**config.mk**
```make
export PLATFORM = sky130hd
export DESIGN_NAME = upc_port_ctrl
export DESIGN_NICKNAME = d
export VERILOG_FILES = /design/src/logic/upc_pkg.sv /design/src/logic/upc_port_ctrl.sv /design/src/logic/upc_line_sync.sv
export VERILOG_INCLUDE_DIRS = /design/src /design/src/logic
export SDC_FILE = /design/constraint.sdc
export NUM_CORES = 1
export LEC_CHECK = 0
export ABC_CLOCK_PERIOD_IN_PS = 3600
export BUFFER_PORTS_ARGS = -buffer_cell sky130_fd_sc_hd__buf_2
export CAP_MARGIN = 20
export CORE_ASPECT_RATIO = 1.1
export CORE_MARGIN = 5
export CORE_UTILIZATION = 54
export DETAILED_ROUTE_END_ITERATION = 12
export PLACE_DENSITY = 0.85
export SLEW_MARGIN = 40
export SYNTH_ARGS = -nofsm -noshare
export SYNTH_HDL_FRONTEND = slang
export SYNTH_SLANG_ARGS = --single-unit
```
**constraint.sdc**
```tcl
create_clock -name i_clk -period 3.6 [get_ports i_clk]
set_clock_uncertainty 0.05 [all_clocks]
set_input_delay 0.18 -clock i_clk [delete_from_list [all_inputs] [get_ports i_clk]]
set_output_delay 0.18 -clock i_clk [all_outputs]
set_load 0.02 [all_outputs]
```
**src/logic/upc_cfg.svh**
```systemverilog
// Constants for the USB port line control block: addresses, fields, resets
`ifndef UPC_CFG_SVH
`define UPC_CFG_SVH

// Register addresses, one per serial engine
`define UPC_USB1_PORT_CONTROL_ADDR 16'hc08a
`define UPC_USB2_PORT_CONTROL_ADDR 16'hc0aa

// Field positions
`define UPC_STATUS_MSB 15
`define UPC_STATUS_LSB 12
`define UPC_CTRL_MSB 11
`define UPC_CTRL_LSB 0

// Force field encodings, most significant bit first
`define UPC_FORCE_NORMAL 2'h0
`define UPC_FORCE_J 2'h1
`define UPC_FORCE_SE0 2'h2
`define UPC_FORCE_K 2'h3

// Reset values
`define UPC_CTRL_RESET 12'h000
`define UPC_PORT_OUT_RESET 12'h020
`define UPC_RDATA_RESET 16'h0000

// Synchroniser depth
`define UPC_SYNC_STAGES 2

`endif

```
**src/logic/upc_pkg.sv**
```systemverilog
// Types shared by the USB port line control block
package upc_pkg;

    // Writable part of the control register, bit 11 down to bit 0
    typedef struct packed {
        logic port_b_low_speed;
        logic port_a_low_speed;
        logic host_role;
        logic port_b_res_on;
        logic port_a_res_on;
        logic [1:0] port_b_force;
        logic [1:0] port_a_force;
        logic suspend;
        logic port_b_frame_marker_on;
        logic port_a_frame_marker_on;
    } upc_ctrl_t;

    // Raw line levels of one serial engine, laid out as bits 15..12
    typedef struct packed {
        logic b_dp;
        logic b_dm;
        logic a_dp;
        logic a_dm;
    } upc_line_lvl_t;

    // Everything one port needs from the control register
    typedef struct packed {
        logic pu_dp;
        logic pu_dm;
        logic pd_dp;
        logic pd_dm;
        logic drv_dp;
        logic drv_dm;
        logic drv_oe_n;
        logic sof_on;
        logic eop_on;
        logic active;
        logic low_speed;
        logic xcvr_on;
    } upc_port_out_t;

    // One register access from either master
    typedef struct packed {
        logic [15:0] addr;
        logic wr;
        logic rd;
        logic [15:0] wdata;
    } upc_req_t;

endpackage : upc_pkg

```
**src/logic/upc_port_ctrl.sv**
```systemverilog
// Port control registers of the two USB serial engines and their line logic
`timescale 1ns/1ps
`include "upc_cfg.svh"

module upc_port_ctrl (
    // Clock and reset
    input wire logic i_clk,
    input wire logic i_rst,
    // On-chip processor access
    input wire upc_pkg::upc_req_t i_cpu_req,
    output logic [15:0] o_cpu_rdata,
    output logic o_cpu_rvalid,
    // Parallel host port access
    input wire upc_pkg::upc_req_t i_php_req,
    output logic [15:0] o_php_rdata,
    output logic o_php_rvalid,
    // Raw line levels, index is the serial engine
    input wire upc_pkg::upc_line_lvl_t [1:0] i_line_lvl,
    // Port select bit of each engine's host count register, 1 picks port B
    input wire logic [1:0] i_port_sel,
    // Per-engine role and suspend
    output logic [1:0] o_host_role,
    output logic [1:0] o_suspend,
    // Per-engine port controls
    output upc_pkg::upc_port_out_t [1:0] o_port_a,
    output upc_pkg::upc_port_out_t [1:0] o_port_b
);

    // Address of the control register of engine e
    function automatic logic [15:0] reg_addr(input logic eng);
        reg_addr = eng ? `UPC_USB2_PORT_CONTROL_ADDR
                       : `UPC_USB1_PORT_CONTROL_ADDR;
    endfunction : reg_addr

    // Line drive for a force code; J and K depend on the port speed
    function automatic logic [1:0] force_lines(
        input logic [1:0] code,
        input logic low
    );
        logic [1:0] lines;
        lines = 2'h0;
        case (code)
            `UPC_FORCE_SE0: lines = 2'h0;
            `UPC_FORCE_J: lines = low ? 2'h1 : 2'h2;
            `UPC_FORCE_K: lines = low ? 2'h2 : 2'h1;
            default: lines = 2'h0;
        endcase
        force_lines = lines;
    endfunction : force_lines

    // Port controls of a port that is switched off: nothing driven
    function automatic upc_pkg::upc_port_out_t port_idle();
        port_idle = upc_pkg::upc_port_out_t'(`UPC_PORT_OUT_RESET);
    endfunction : port_idle

    // Everything one port shows, from its own bits and the shared ones
    function automatic upc_pkg::upc_port_out_t port_out(
        input logic res_on,
        input logic host,
        input logic low,
        input logic [1:0] code,
        input logic marker_on,
        input logic active,
        input logic susp
    );
        upc_pkg::upc_port_out_t p;
        logic [1:0] lines;
        p = port_idle();
        lines = force_lines(code, low);
        // Resistors follow role and speed only while enabled
        p.pd_dp = res_on & host;
        p.pd_dm = res_on & host;
        p.pu_dp = res_on & ~host & ~low;
        p.pu_dm = res_on & ~host & low;
        // Forcing ignores the port select; suspend keeps the driver off
        p.drv_oe_n = (code == `UPC_FORCE_NORMAL) | susp;
        p.drv_dp = lines[1];
        p.drv_dm = lines[0];
        // Full speed sends SOF, low speed sends keep-alive EOP
        p.sof_on = marker_on & host & active & ~low & ~susp;
        p.eop_on = marker_on & host & active & low & ~susp;
        p.active = active;
        p.low_speed = low;
        // Powered-down transceiver neither sends nor receives
        p.xcvr_on = active & ~susp;
        port_out = p;
    endfunction : port_out

    // Host role serves both ports, device role only the selected one
    function automatic logic port_active(
        input logic host,
        input logic sel_b,
        input logic is_b
    );
        port_active = host | (sel_b == is_b);
    endfunction : port_active

    // A write by one master that lands on the register of engine eng
    function automatic logic wr_hit(
        input upc_pkg::upc_req_t req,
        input logic eng
    );
        wr_hit = req.wr & (req.addr == reg_addr(eng));
    endfunction : wr_hit

    // Next control word; the processor wins a same-cycle write
    function automatic upc_pkg::upc_ctrl_t ctrl_next(
        input logic cpu_wr,
        input logic [15:0] cpu_wdata,
        input logic php_wr,
        input logic [15:0] php_wdata,
        input upc_pkg::upc_ctrl_t cur
    );
        upc_pkg::upc_ctrl_t n;
        n = cur;
        // Status bits 15..12 are read-only, so their write bits are dropped
        if (cpu_wr)
            n = upc_pkg::upc_ctrl_t'(cpu_wdata[`UPC_CTRL_MSB:`UPC_CTRL_LSB]);
        else if (php_wr)
            n = upc_pkg::upc_ctrl_t'(php_wdata[`UPC_CTRL_MSB:`UPC_CTRL_LSB]);
        ctrl_next = n;
    endfunction : ctrl_next

    // Readback word: live line levels above the stored control bits
    function automatic logic [15:0] status_word(
        input logic [3:0] lvl,
        input upc_pkg::upc_ctrl_t ctrl
    );
        status_word = {lvl, ctrl};
    endfunction : status_word

    // Read word for one master; unmapped addresses read as zero
    function automatic logic [15:0] rd_pick(
        input logic [1:0] hit,
        input logic [15:0] word1,
        input logic [15:0] word0
    );
        logic [15:0] w;
        w = `UPC_RDATA_RESET;
        if (hit[1])
            w = word1;
        else if (hit[0])
            w = word0;
        rd_pick = w;
    endfunction : rd_pick

    // Control state
    upc_pkg::upc_ctrl_t [1:0] ctrl_q;
    upc_pkg::upc_ctrl_t [1:0] ctrl_d;

    // Synchronised line levels
    logic [7:0] line_raw;
    logic [7:0] line_sync;

    // Address decode of both masters
    logic [1:0] cpu_hit;
    logic [1:0] php_hit;
    logic [1:0] cpu_wr_hit;
    logic [1:0] php_wr_hit;

    // Readback path
    logic [15:0] rd_word [1:0];
    logic [15:0] cpu_rdata_d;
    logic [15:0] php_rdata_d;
    logic [15:0] cpu_rdata_q;
    logic [15:0] php_rdata_q;
    logic cpu_rvalid_q;
    logic php_rvalid_q;

    // Registered port controls
    upc_pkg::upc_port_out_t [1:0] port_a_d;
    upc_pkg::upc_port_out_t [1:0] port_b_d;
    upc_pkg::upc_port_out_t [1:0] port_a_q;
    upc_pkg::upc_port_out_t [1:0] port_b_q;
    logic [1:0] host_role_q;
    logic [1:0] suspend_q;

    // Line levels are asynchronous to the system clock
    assign line_raw = {i_line_lvl[1], i_line_lvl[0]};

    upc_line_sync #(
        .WIDTH(8)
    ) u_line_sync (
        .i_clk(i_clk),
        .i_rst(i_rst),
        .i_async(line_raw),
        .o_sync(line_sync)
    );

    // Per-engine decode, write select, readback and port logic
    for (genvar e = 0; e < 2; e++)
    begin : g_eng
        logic port_a_act;
        logic port_b_act;

        // Each engine owns its own address, so a write never spills over
        assign cpu_hit[e] = i_cpu_req.addr == reg_addr(1'(e));
        assign php_hit[e] = i_php_req.addr == reg_addr(1'(e));
        assign cpu_wr_hit[e] = wr_hit(i_cpu_req, 1'(e));
        assign php_wr_hit[e] = wr_hit(i_php_req, 1'(e));

        // Processor wins a same-cycle write to the same register
        assign ctrl_d[e] = ctrl_next(cpu_wr_hit[e], i_cpu_req.wdata,
            php_wr_hit[e], i_php_req.wdata, ctrl_q[e]);

        // Status bits on top, control bits below
        assign rd_word[e] = status_word(line_sync[e*4 +: 4],
            ctrl_q[e]);

        // Host role uses both ports, peripheral role only the selected one
        assign port_a_act = port_active(ctrl_q[e].host_role,
            i_port_sel[e], 1'b0);
        assign port_b_act = port_active(ctrl_q[e].host_role,
            i_port_sel[e], 1'b1);

        assign port_a_d[e] = port_out(
            ctrl_q[e].port_a_res_on,
            ctrl_q[e].host_role,
            ctrl_q[e].port_a_low_speed,
            ctrl_q[e].port_a_force,
            ctrl_q[e].port_a_frame_marker_on,
            port_a_act,
            ctrl_q[e].suspend);
        assign port_b_d[e] = port_out(
            ctrl_q[e].port_b_res_on,
            ctrl_q[e].host_role,
            ctrl_q[e].port_b_low_speed,
            ctrl_q[e].port_b_force,
            ctrl_q[e].port_b_frame_marker_on,
            port_b_act,
            ctrl_q[e].suspend);

        // Control bits start cleared
        always_ff @(posedge i_clk)
        begin
            if (i_rst)
                ctrl_q[e] <= upc_pkg::upc_ctrl_t'(`UPC_CTRL_RESET);
            else
                ctrl_q[e] <= ctrl_d[e];
        end
    end

    // Read mux per master; unmapped addresses read as zero
    assign cpu_rdata_d = rd_pick(cpu_hit, rd_word[1], rd_word[0]);
    assign php_rdata_d = rd_pick(php_hit, rd_word[1], rd_word[0]);

    // Read data is registered so every output leaves a flip-flop
    always_ff @(posedge i_clk)
    begin
        if (i_rst)
        begin
            cpu_rdata_q <= `UPC_RDATA_RESET;
            cpu_rvalid_q <= 1'b0;
        end
        else
        begin
            cpu_rdata_q <= i_cpu_req.rd ? cpu_rdata_d : cpu_rdata_q;
            cpu_rvalid_q <= i_cpu_req.rd;
        end
    end

    // Host port read data, kept apart so each master's path stays simple
    always_ff @(posedge i_clk)
    begin
        if (i_rst)
        begin
            php_rdata_q <= `UPC_RDATA_RESET;
            php_rvalid_q <= 1'b0;
        end
        else
        begin
            php_rdata_q <= i_php_req.rd ? php_rdata_d : php_rdata_q;
            php_rvalid_q <= i_php_req.rd;
        end
    end

    // Port controls lag the register by one cycle, kept glitch-free
    always_ff @(posedge i_clk)
    begin
        if (i_rst)
        begin
            port_a_q[0] <= port_idle();
            port_a_q[1] <= port_idle();
            port_b_q[0] <= port_idle();
            port_b_q[1] <= port_idle();
        end
        else
        begin
            port_a_q <= port_a_d;
            port_b_q <= port_b_d;
        end
    end

    // Role and suspend flags, registered alongside the port controls
    always_ff @(posedge i_clk)
    begin
        if (i_rst)
        begin
            host_role_q <= 2'h0;
            suspend_q <= 2'h0;
        end
        else
        begin
            host_role_q <= {ctrl_q[1].host_role, ctrl_q[0].host_role};
            suspend_q <= {ctrl_q[1].suspend, ctrl_q[0].suspend};
        end
    end

    assign o_cpu_rdata = cpu_rdata_q;
    assign o_cpu_rvalid = cpu_rvalid_q;
    assign o_php_rdata = php_rdata_q;
    assign o_php_rvalid = php_rvalid_q;
    assign o_host_role = host_role_q;
    assign o_suspend = suspend_q;
    assign o_port_a = port_a_q;
    assign o_port_b = port_b_q;

endmodule : upc_port_ctrl

```
**src/logic/upc_line_sync.sv**
```systemverilog
// Two-stage synchroniser for the raw USB line levels
`timescale 1ns/1ps
`include "upc_cfg.svh"

module upc_line_sync #(
    parameter int WIDTH = 8
) (
    // Clock and reset
    input wire logic i_clk,
    input wire logic i_rst,
    // Raw and synchronised levels
    input wire logic [WIDTH-1:0] i_async,
    output logic [WIDTH-1:0] o_sync
);

    logic [WIDTH-1:0] meta_q;
    logic [WIDTH-1:0] sync_q;

    // First stage feeds only the second stage, to contain metastability
    always_ff @(posedge i_clk)
    begin
        if (i_rst)
        begin
            meta_q <= '0;
            sync_q <= '0;
        end
        else
        begin
            meta_q <= i_async;
            sync_q <= meta_q;
        end
    end

    assign o_sync = sync_q;

endmodule : upc_line_sync

```
==> impl_metrics.ini, run 1 <==
[outcome]
run_status = complete, no violations

[final_layout]
antennaDiodeCount = 0
final_area_sq_um = 6460
fillCellCount = 624
layout.cells.most_common = buf_2
layout.area.seq_sq_um = 2440
syn_to_final_growth_pct = 31.6
design.final.nets = 761
final_cell_mix = 157 x buf_2, 122 x dfxtp_1, 46 x nor2b_1, 37 x nor3_1, 36 x nor2_1
post_route_cells_drive_above_1_share_pct = 33.3
multi_input_comb_area_sq_um = 2230

[critical_path]
regToRegEndpoint = ctrl_q[1]$_SDFFE_PP0P_
worst-r2r-setup-slack_ns = 2.09
critical_path.startpoint_type = primary input
arrival_ns = 2.67
path_class = in2reg
crit_required_ns = 4.02
crit_path_max_fanout = 48
reg2reg_from = ctrl_q[1]$_SDFFE_PP0P_
end_kind = flip-flop
worst_r2r_path_depth = 3

[timing]
final_hold_viol_count = 0
timing_max_transition_violations_final = 0
relSlewSlack_pct = 44.7
rsz0062_at_grt = false
worst_slack_ns = 1.35
setup-violations-final = 0
layout_worst_path_cycle_share_pct = 62.5
totalNegativeSetupSlack_ns = 0
tightestPinTransition_ns = 0.829
max_clock_freq_mhz = 444
period_needed_ns = 2.25

[floorplan]
dieHeight_microns = 110
start_util_pct = 55.3
rows = 36
fp.coreArea_sq_um = 8870
floorplan.die_area_sq_um = 11100
floorplan.die.width_microns = 101
ios = 166

[hold_path]
timing.hold.worst_path_depth = 3
path_class_of_the_lowest_slack_min_delay_path = in2reg
whs_endpoint = ctrl_q[6]$_SDFFE_PP0P_
origin_of_the_worst_min_delay_path = i_cpu_req[6]

[route]
routed-via-count = 4580
route.antenna.remaining_nets = 0
finalWirelength_microns = 14400
wl_per_cell_microns = 17.8
drt_pass1_iterations = 6
viasPerCell = 5.67
drcViolationCount = 0
drc_violation_total_after_the_first_tritonroute_iteration = 380

[synthesis]
yosysSeqAreaShare_pct = 49.8
synthesis.nets = 605
share_of_the_synthesized_netlist_area_taken_by_xor_and_xnor_gates_pct = 0.714
synth_compound_area_share_pct = 14.4
ys_async_sr_fraction_pct = 0
netlist-cell-type-count = 31
most_used_flip_flop_cell_after_synthesis = dfxtp_1
synth_top_family_by_area = simple AND/OR/NAND/NOR gates
ys_seq_elements = 122
syn_inst = 525
post_synthesis_simple_gate_area_fraction_pct = 23.0
syn-mean-instance-area_sq_um = 9.35
synthesis.yosys.warnings = 0
synth_enable_flop_cells = 0
synth.mux.area_fraction_pct = 7.34
mappedNetlistArea_sq_um = 4910
synth_fa_ha_area_share_pct = 0

[pwr]
peakVddDrop_mv = 0.302
fin_total_pwr_mw = 3.19
powerDensity_nw_per_um2 = 493
leakage_nw = 2.78

[global_route]
grtUsageMet2_pct = 44.5
grt_pass1_wl_microns = 22100
globalRouteMet3Util_pct = 8.18
largest_net_degree_at_the_start_of_global_routing = 49
first_global_vias = 4503
number_of_antenna_violations_at_the_first_check_in_global_routing = 0
grt-busiest-layer = met2
grtUsageTotal_pct = 25.9
grt_overflow = 0
gr-usage-met1_pct = 28.4

[place]
io_buffer_count = 157
place_ws_ns = 1.32
hpwlAfterDp_microns = 9250
placer_s_final_routability_congestion_estimate = 0.849
placed_cell_area_sq_um = 5660

[run]
max-cap-violations = 0

[clock_network]
ctsResizeCount = 0
cts_made_buffers = 17
cts_root_buffer = clkbuf_8
clkLatencyLatePin_ns = 0.52
path_clk_slew_ns = 0.06
ctsHtreeMaxLevel = 4
tritoncts = done
clkSinkCount = 122
clockBufferDepth = 2
-- worst max-delay path, cell delays in order --
cell           delay (ns)
buf_2                0.10
or4b_2               0.65
or4_4                0.68
o32a_1               0.25
a211oi_1             0.24
dlygate4sd3_1        0.57
-- routing by layer --
layer,wire length [microns],vias up
met2,7010,246
met4,636,0
met1,5340,2126
met5,0,-
met3,1410,50
li1,-,2158
-- synthesized netlist by cell type (3+ instances only) --
master	number	area [sq um]
o22a_1	11	96.3
nor2b_1	46	288
nand3_1	27	135
nor2_1	36	135
nand2b_1	29	181
nand2_1	16	60.1
a211oi_1	24	180
mux2_2	32	360
dfxtp_1	122	2440
o32a_1	13	130
clkbuf_1	35	131
xor2_1	4	35.0
o21ai_0	28	140
buf_6	3	33.8
buf_4	4	30.0
buf_1	3	11.3
a21oi_1	32	160
inv_1	6	22.5
and2_1	4	25.0
nor3_1	37	185
-- sequential cells by signal, summed over array words and instances (netlist names) --
register / flops
o_cpu_rdata: 16
o_host_role: 2
o_port_a: 22
u_line_sync.o_sync: 8
ctrl_q: 24
o_port_b: 22
u_line_sync.meta_q: 8
o_suspend: 2
o_php_rdata: 16
o_cpu_rvalid: 1
o_php_rvalid: 1
-- what timing repair did --
item	4_1_cts	5_1_grt
hold buffers	20	1
setup buffers	0	0
hold endpoints to repair	34	1
-- cell families (layout without fill, tap and decap cells) --
| family | after synthesis | in the layout |
|---|---|---|
| xor+xnor | 4 | 4 |
| mux | 32 | 32 |
| flops | 122 | 122 |
| compound gates | 108 | 108 |
| simple gates | 207 | 207 |
| buf+inv | 52 | 221 |
-- worst max-delay path by stage --
stage	from	endpoint	slack, ns	depth (start not counted)
after floorplan	i_cpu_req[29]	ctrl_q[10]$_SDFFE_PP0P_	1.61	6
after global placement	i_cpu_req[29]	ctrl_q[17]$_SDFFE_PP0P_	1.37	5
after detailed placement	i_cpu_req[29]	ctrl_q[13]$_SDFFE_PP0P_	1.32	5
after CTS	i_cpu_req[29]	ctrl_q[1]$_SDFFE_PP0P_	1.38	6
after global routing	i_cpu_req[29]	ctrl_q[1]$_SDFFE_PP0P_	1.31	6
final	i_cpu_req[29]	ctrl_q[1]$_SDFFE_PP0P_	1.35	6
-- through the flow --
| stage | util [%] | hold slack (ns) | instances |
|---|---|---|---|
| after detailed placement | 63.8 | 0.349 | 755 |
| after floorplan | - | 0.255 | 525 |
| after global placement | 63.8 | 0.341 | 755 |
| final | 72.8 | 0.00294 | 808 |
| after global routing | 72.8 | 0.00145 | 808 |
| after CTS | 72.7 | 0.000351 | 807 |
-- final cells by class --
cell class | count | share of cell area (%)
Sequential cell | 122 | 37.8
Multi-Input combinational cell | 351 | 34.6
Timing Repair Buffer | 183 | 16.0
Clock buffer | 19 | 6.84
Clock inverter | 13 | 2.21
Tap cell | 114 | 2.21
Inverter | 6 | 0.349
-- power by group --
group          switching (mW)  internal (mW)
Clock                   0.622           1.02
Combinational          0.0946         0.0745
Sequential            0.00454           1.36
Power figures use the tool's default switching activity.
==> run 2: changes to the inputs <==
Settings changed: ABC_AREA from default to 1, ABC_CLOCK_PERIOD_IN_PS 3600 to 1800, CORE_UTILIZATION 54 to 45, PLACE_DENSITY 0.85 to 0.75.
Clock period 3.6 ns to 1.8 ns, I/O delays scaled along.
==> run 2 against run 1 <==
Against the previous run: first-iteration DRC count down 28%; final area increased by 3.0%; clock-buffer cell count decreased by 1; combinational power rose to 2.7 times the previous value; clock power grew 99%; via count up 6.0%; critical endpoint is now ctrl_q[12]$_SDFFE_PP0P_; largest cell class unchanged; largest power group unchanged.
==> impl_metrics.ini, run 2 <==
[place]
hpwlAfterDp_microns = 9930
placer_s_final_routability_congestion_estimate = 0.884
io_buffer_count = 157

[pwr]
power_share_of_the_combinational_group_pct = 7.1
powerDensity_nw_per_um2 = 984
switching_power_as_a_share_of_total_power_pct = 23.2
clock_power_share_pct = 50.3
leakage_nw = 3.40
p_sw_mw = 1.52
power.internal_mw = 5.03
fin_total_pwr_mw = 6.55
seqPwrFrac_pct = 42.6
peakVddDrop_mv = 0.587

[clock_network]
path_clk_slew_ns = 0.06
cts_hold_buf = 25
ctsHtreeMaxLevel = 4
ctsResizeCount = 0
clkLatencyLatePin_ns = 0.41
clkSinkCount = 122
postCtsSetupRepairBufs = 0
cts_root_buffer = clkbuf_16
clockBufferDepth = 2
cts_made_buffers = 17
tritoncts = done

[final_layout]
largest-register = ctrl_q
fillCellCount = 968
post_route_cells_drive_above_1_share_pct = 24.1
largest_reg_flops = 24
antennaDiodeCount = 0
final_cell_mix = 157 x buf_2, 141 x nor2_1, 122 x dfxtp_1, 117 x nand2_1, 112 x inv_1
design.final.nets = 944
multi_input_comb_area_sq_um = 1900
syn_to_final_growth_pct = 34.6
layout.cells.most_common = buf_2
layout.area.seq_sq_um = 2440

[critical_path]
crit_path_max_fanout = 6
wp_buf_inv = 3
worst_r2r_path_depth = 5
crit_required_ns = 2.11
library_cell_contributing_the_largest_single_delay_on_the_critical_path = dlygate4sd3_1
cp_top_family = simple AND/OR/NAND/NOR gates
end_kind = flip-flop
cp_num_cells = 11
arrival_ns = 1.89
critical-path-max-stage-delay_ns = 0.55
path_class = in2reg
critical_path.startpoint_type = primary input
crit_chain = buf_2 -> nor2_1 -> nand2_1 -> nor2_2 -> nand2_2 -> nor2_1 -> nand3_1 -> nand3_1 -> dlygate4sd3_1 -> nand2_1 -> inv_1

[hold_path]
timing.hold.worst_path_depth = 5
path_class_of_the_lowest_slack_min_delay_path = in2reg

[synthesis]
mappedNetlistArea_sq_um = 4940
syn_inst = 686
synth_enable_flop_cells = 0
syn-mean-instance-area_sq_um = 7.20
synthesis.nets = 766
synthDominantCellAreaShare_pct = 49.4
synthesis.yosys.warnings = 0
largest_cells_by_area_after_synthesis = dfxtp_1 49%, nor2_1 11%, nand2_1 8.9%
ys_top_cells_by_count = 141 x nor2_1, 122 x dfxtp_1, 117 x nand2_1
synthMostInstantiatedCell = nor2_1
ys_seq_elements = 122
netlist-cell-type-count = 27
post-synth-top-area-cell = dfxtp_1
ys_async_sr_fraction_pct = 0
yosysSeqAreaShare_pct = 49.4
most_used_flip_flop_cell_after_synthesis = dfxtp_1

[floorplan]
floorplan.die_area_sq_um = 13200
ios = 166
fp.coreArea_sq_um = 10900
rows = 40
dieHeight_microns = 120
start_util_pct = 45.5
floorplan.die.width_microns = 110

[route]
drc_violation_total_after_the_first_tritonroute_iteration = 275
drcViolationCount = 0
finalWirelength_microns = 13600
drt_pass1_iterations = 5
wl_per_cell_microns = 13.3
route.antenna.remaining_nets = 0
viasPerCell = 4.74
routed-via-count = 4857

[timing]
totalNegativeSetupSlack_ns = 0
relSlewSlack_pct = 60.2
max_clock_freq_mhz = 634
rsz0062_at_grt = false
layout_worst_path_cycle_share_pct = 87.7
period_needed_ns = 1.58
final_hold_viol_count = 0
setup-violations-final = 0
tightestPinTransition_ns = 0.598
timing_max_transition_violations_final = 0

[global_route]
grtUsageTotal_pct = 20.8
number_of_antenna_violations_at_the_first_check_in_global_routing = 0
grt_pass1_wl_microns = 21100
grt_overflow = 0
largest_net_degree_at_the_start_of_global_routing = 60
first_global_vias = 4405

[outcome]
run_status = complete, no violations

[run]
max-cap-violations = 0
[run 2: changes by cell type in the layout (fill, tap and decap cells not counted), moves of 29 or more]
cell	delta
inv_1	+106
nor2_1	+105
nand2_1	+101
nor2b_1	-46
nand3_1	+33
nor3_1	-33
mux2_2	-32
nand2b_1	-29
[run 2: area by class of cell]
type / instances / area share, %
clock buffers: 18 / 6.60
clock inverters: 14 / 2.24
inverters: 113 / 6.38
multi-input cells: 417 / 28.5
flip-flops and latches: 122 / 36.7
well taps: 147 / 2.76
repair buffers: 193 / 16.8
[run 2: tightest hold or removal path: cells and delay by family]
kind                   cells  cell delay (ns)
buffers and inverters      2             0.15
AND/OR/NAND/NOR            2             0.12
AO/OA/AOI/OAI              1             0.06
[run 2: layer usage]
| metal | routed length (microns) | track usage (%) |
|---|---|---|
| met5 | 0 | 0 |
| met4 | 542 | 10.4 |
| met3 | 1100 | 6.02 |
| met2 | 6520 | 34.6 |
| met1 | 5410 | 24.0 |
[run 2: cells by family (layout without fill, tap and decap cells)]
family,count (synthesis),count (layout),share of synthesized area (%)
AO/OA/AOI/OAI,69,69,8.00
buffers and inverters,147,338,12.2
flip-flops,122,122,49.4
AND/OR/NAND/NOR,348,348,30.4
[run 2: power groups by stage]
stage                     clock network (mW)  registers, mW  logic [mW]
final                                   3.29           2.79       0.464
after global routing                    3.45           2.80       0.518
after CTS                               3.33           2.79       0.467
after detailed placement                   0           2.85       0.428
after global placement                     0           2.85       0.425
after floorplan                            0           2.90       0.193
[run 2: path summary, 6_finish.rpt]
| check | slack [ns] | start | endpoint |
|---|---|---|---|
| setup / recovery | 0.22 | i_php_req[29] | ctrl_q[12]$_SDFFE_PP0P_ |
| hold / removal | 0.01 | i_php_req[0] | ctrl_q[0]$_SDFFE_PP0P_ |
| setup reg to reg | 0.38 | ctrl_q[12]$_SDFFE_PP0P_ | ctrl_q[12]$_SDFFE_PP0P_ |
| hold reg to reg | 0.35 | u_line_sync.meta_q[5]$_SDFF_PP0_ | u_line_sync.o_sync[5]$_SDFF_PP0_ |
[run 2: metrics by stage]
stage          area (sq um)  std cells  setup WS (ns)  utilization (%)  hold WS [ns]
3_3_place_gp           5810        967          0.310             53.5         0.241
4_1_cts                6650       1024          0.260             61.3      0.000838
3_5_place_dp           5810        967          0.262             53.5         0.249
5_1_grt                6650       1024          0.121             61.3        0.0331
2_1_floorplan          4940        686          0.546                -         0.147
6_report               6650       1024          0.222             61.3        0.0110
==> run 3: changes to the inputs <==
Settings changed: ABC_AREA 1 to default, ABC_CLOCK_PERIOD_IN_PS 1800 to default, CTS_CLUSTER_SIZE from default to 16, PLACE_DENSITY 0.75 to 0.76.
==> run 3 against run 2 <==
Against the previous run: register-to-register slack better by 0.13 ns; power up 1.5%; via count down 6.2%; combinational power down 20%; non-clock buffer count up 1; hold slack better by 0.0099 ns; clock power up 7.6%; largest power group unchanged.
==> impl_metrics.ini, run 3 (synthesized netlist as in run 1, its figures left out) <==
[outcome]
run_status = complete, no violations

[global_route]
largest_net_degree_at_the_start_of_global_routing = 49
first_global_vias = 4404
grt_overflow = 0
grtUsageTotal_pct = 22.9
grt_pass1_wl_microns = 23100
number_of_antenna_violations_at_the_first_check_in_global_routing = 0

[clock_network]
clkLatencyLatePin_ns = 0.41
tritoncts = done
path_clk_slew_ns = 0.06
clockBufferDepth = 2
postCtsSetupRepairBufs = 0
ctsHtreeMaxLevel = 4
clkSinkCount = 122
ctsResizeCount = 0
cts_root_buffer = clkbuf_16
cts_made_buffers = 17

[route]
drc_violation_total_after_the_first_tritonroute_iteration = 528
viasPerCell = 5.35
routed-via-count = 4557
wl_per_cell_microns = 17.2
drcViolationCount = 0
route.antenna.remaining_nets = 0
finalWirelength_microns = 14600
drt_pass1_iterations = 5

[critical_path]
reg2reg_from = ctrl_q[9]$_SDFFE_PP0P_
crit_required_ns = 2.05
end_kind = flip-flop
crit_path_max_fanout = 45
critical_path.startpoint_type = primary input
path_class = in2reg
worst_r2r_path_depth = 3
arrival_ns = 1.99
worst_setup_path_startpoint = i_cpu_req[29]

[place]
io_buffer_count = 157
placer_s_final_routability_congestion_estimate = 0.855
hpwlAfterDp_microns = 9620

[run]
max-cap-violations = 0

[floorplan]
rows = 40
floorplan.die_area_sq_um = 13100
dieHeight_microns = 120
start_util_pct = 45.4
fp.coreArea_sq_um = 10800
ios = 166
floorplan.die.width_microns = 110

[hold_path]
timing.hold.worst_path_depth = 4
origin_of_the_worst_min_delay_path = i_php_req[4]
path_class_of_the_lowest_slack_min_delay_path = in2reg

[timing]
setup-violations-final = 0
timing_max_transition_violations_final = 0
tightestPinTransition_ns = 0.568
period_needed_ns = 1.75
relSlewSlack_pct = 62.1
final_hold_viol_count = 0
max_clock_freq_mhz = 572
totalNegativeSetupSlack_ns = 0
layout_worst_path_cycle_share_pct = 97.1
rsz0062_at_grt = false

[pwr]
powerDensity_nw_per_um2 = 979
leakage_nw = 2.91
peakVddDrop_mv = 0.658
fin_total_pwr_mw = 6.65

[final_layout]
largest-register = ctrl_q
layout.cells.most_common = buf_2
post_route_cells_drive_above_1_share_pct = 37.2
post_layout_utilization_of_the_core_pct = 62.8
antennaDiodeCount = 0
final_cell_mix = 157 x buf_2, 122 x dfxtp_1, 46 x nor2b_1, 36 x nor2_1
fillCellCount = 886
largest_reg_flops = 24
syn_to_final_growth_pct = 38.3
design.final.nets = 772
[run 3: changes by cell type in the layout (fill, tap and decap cells not counted), sizes merged, moves of 29 or more]
cell | previous run | this run
mux2 | 0 | 32
nor2 | 146 | 36
nand2b | 0 | 29
nand3 | 62 | 27
nand2 | 120 | 16
nor3 | 4 | 37
nor2b | 0 | 46
inv | 114 | 8
[run 3: metrics by stage]
| stage | setup slack (ns) | instances | hold WS [ns] | instance area [sq um] |
|---|---|---|---|---|
| finish | 0.0525 | 852 | 0.0209 | 6790 |
| global route | 0.0221 | 852 | 0.0477 | 6790 |
| CTS | 0.0786 | 852 | 0.0101 | 6790 |
| detailed placement | -0.254 | 799 | 0.257 | 5950 |
| global placement | -0.205 | 799 | 0.251 | 5950 |
| floorplan | -0.0592 | 525 | 0.165 | 5050 |
[run 3: path summary, 6_finish.rpt]
path | endpoint | slack [ns]
max | ctrl_q[18]$_SDFFE_PP0P_ | 0.05
min | ctrl_q[4]$_SDFFE_PP0P_ | 0.02
max reg2reg | o_port_a[4]$_SDFF_PP0_ | 0.51
min reg2reg | u_line_sync.o_sync[7]$_SDFF_PP0_ | 0.39
[run 3: metal layers]
metal / track usage (%) / share of wire [%]
met5: 0 / 0
met4: 9.74 / 3.7
met3: 5.86 / 8.0
met2: 37.0 / 48
met1: 28.7 / 40
[run 3: critical path, cell delays in order]
cell and delay, ns:
buf_2 0.10, or4b_4 0.51, or4_4 0.56, buf_12 0.20, o22a_1 0.23, a211oi_1 0.29
[run 3: what timing repair did]
item,4_1_cts,5_1_grt
hold buffers,21,0
hold endpoints to repair,30,0
setup endpoints to repair,0,0
[run 3: report_power, final]
| part | leakage (nW) | internal, mW | total (mW) | switching (mW) |
|---|---|---|---|---|
| Clock | 0.299 | 2.31 | 3.54 | 1.22 |
| Combinational | 1.62 | 0.168 | 0.373 | 0.205 |
| Sequential | 0.989 | 2.73 | 2.74 | 0.00835 |
| Total | 2.91 | 5.21 | 6.65 | 1.43 |
[run 3: final cells by class]
cell class | instances | area, sq um | share of cell area (%)
multi-input combinational | 351 | 2340 | 34.4
tap | 147 | 184 | 2.71
inverter | 6 | 22.5 | 0.332
sequential | 122 | 2440 | 36.0
clock buffer | 17 | 425 | 6.27
clock inverter | 15 | 198 | 2.91
timing repair buffer | 194 | 1180 | 17.4
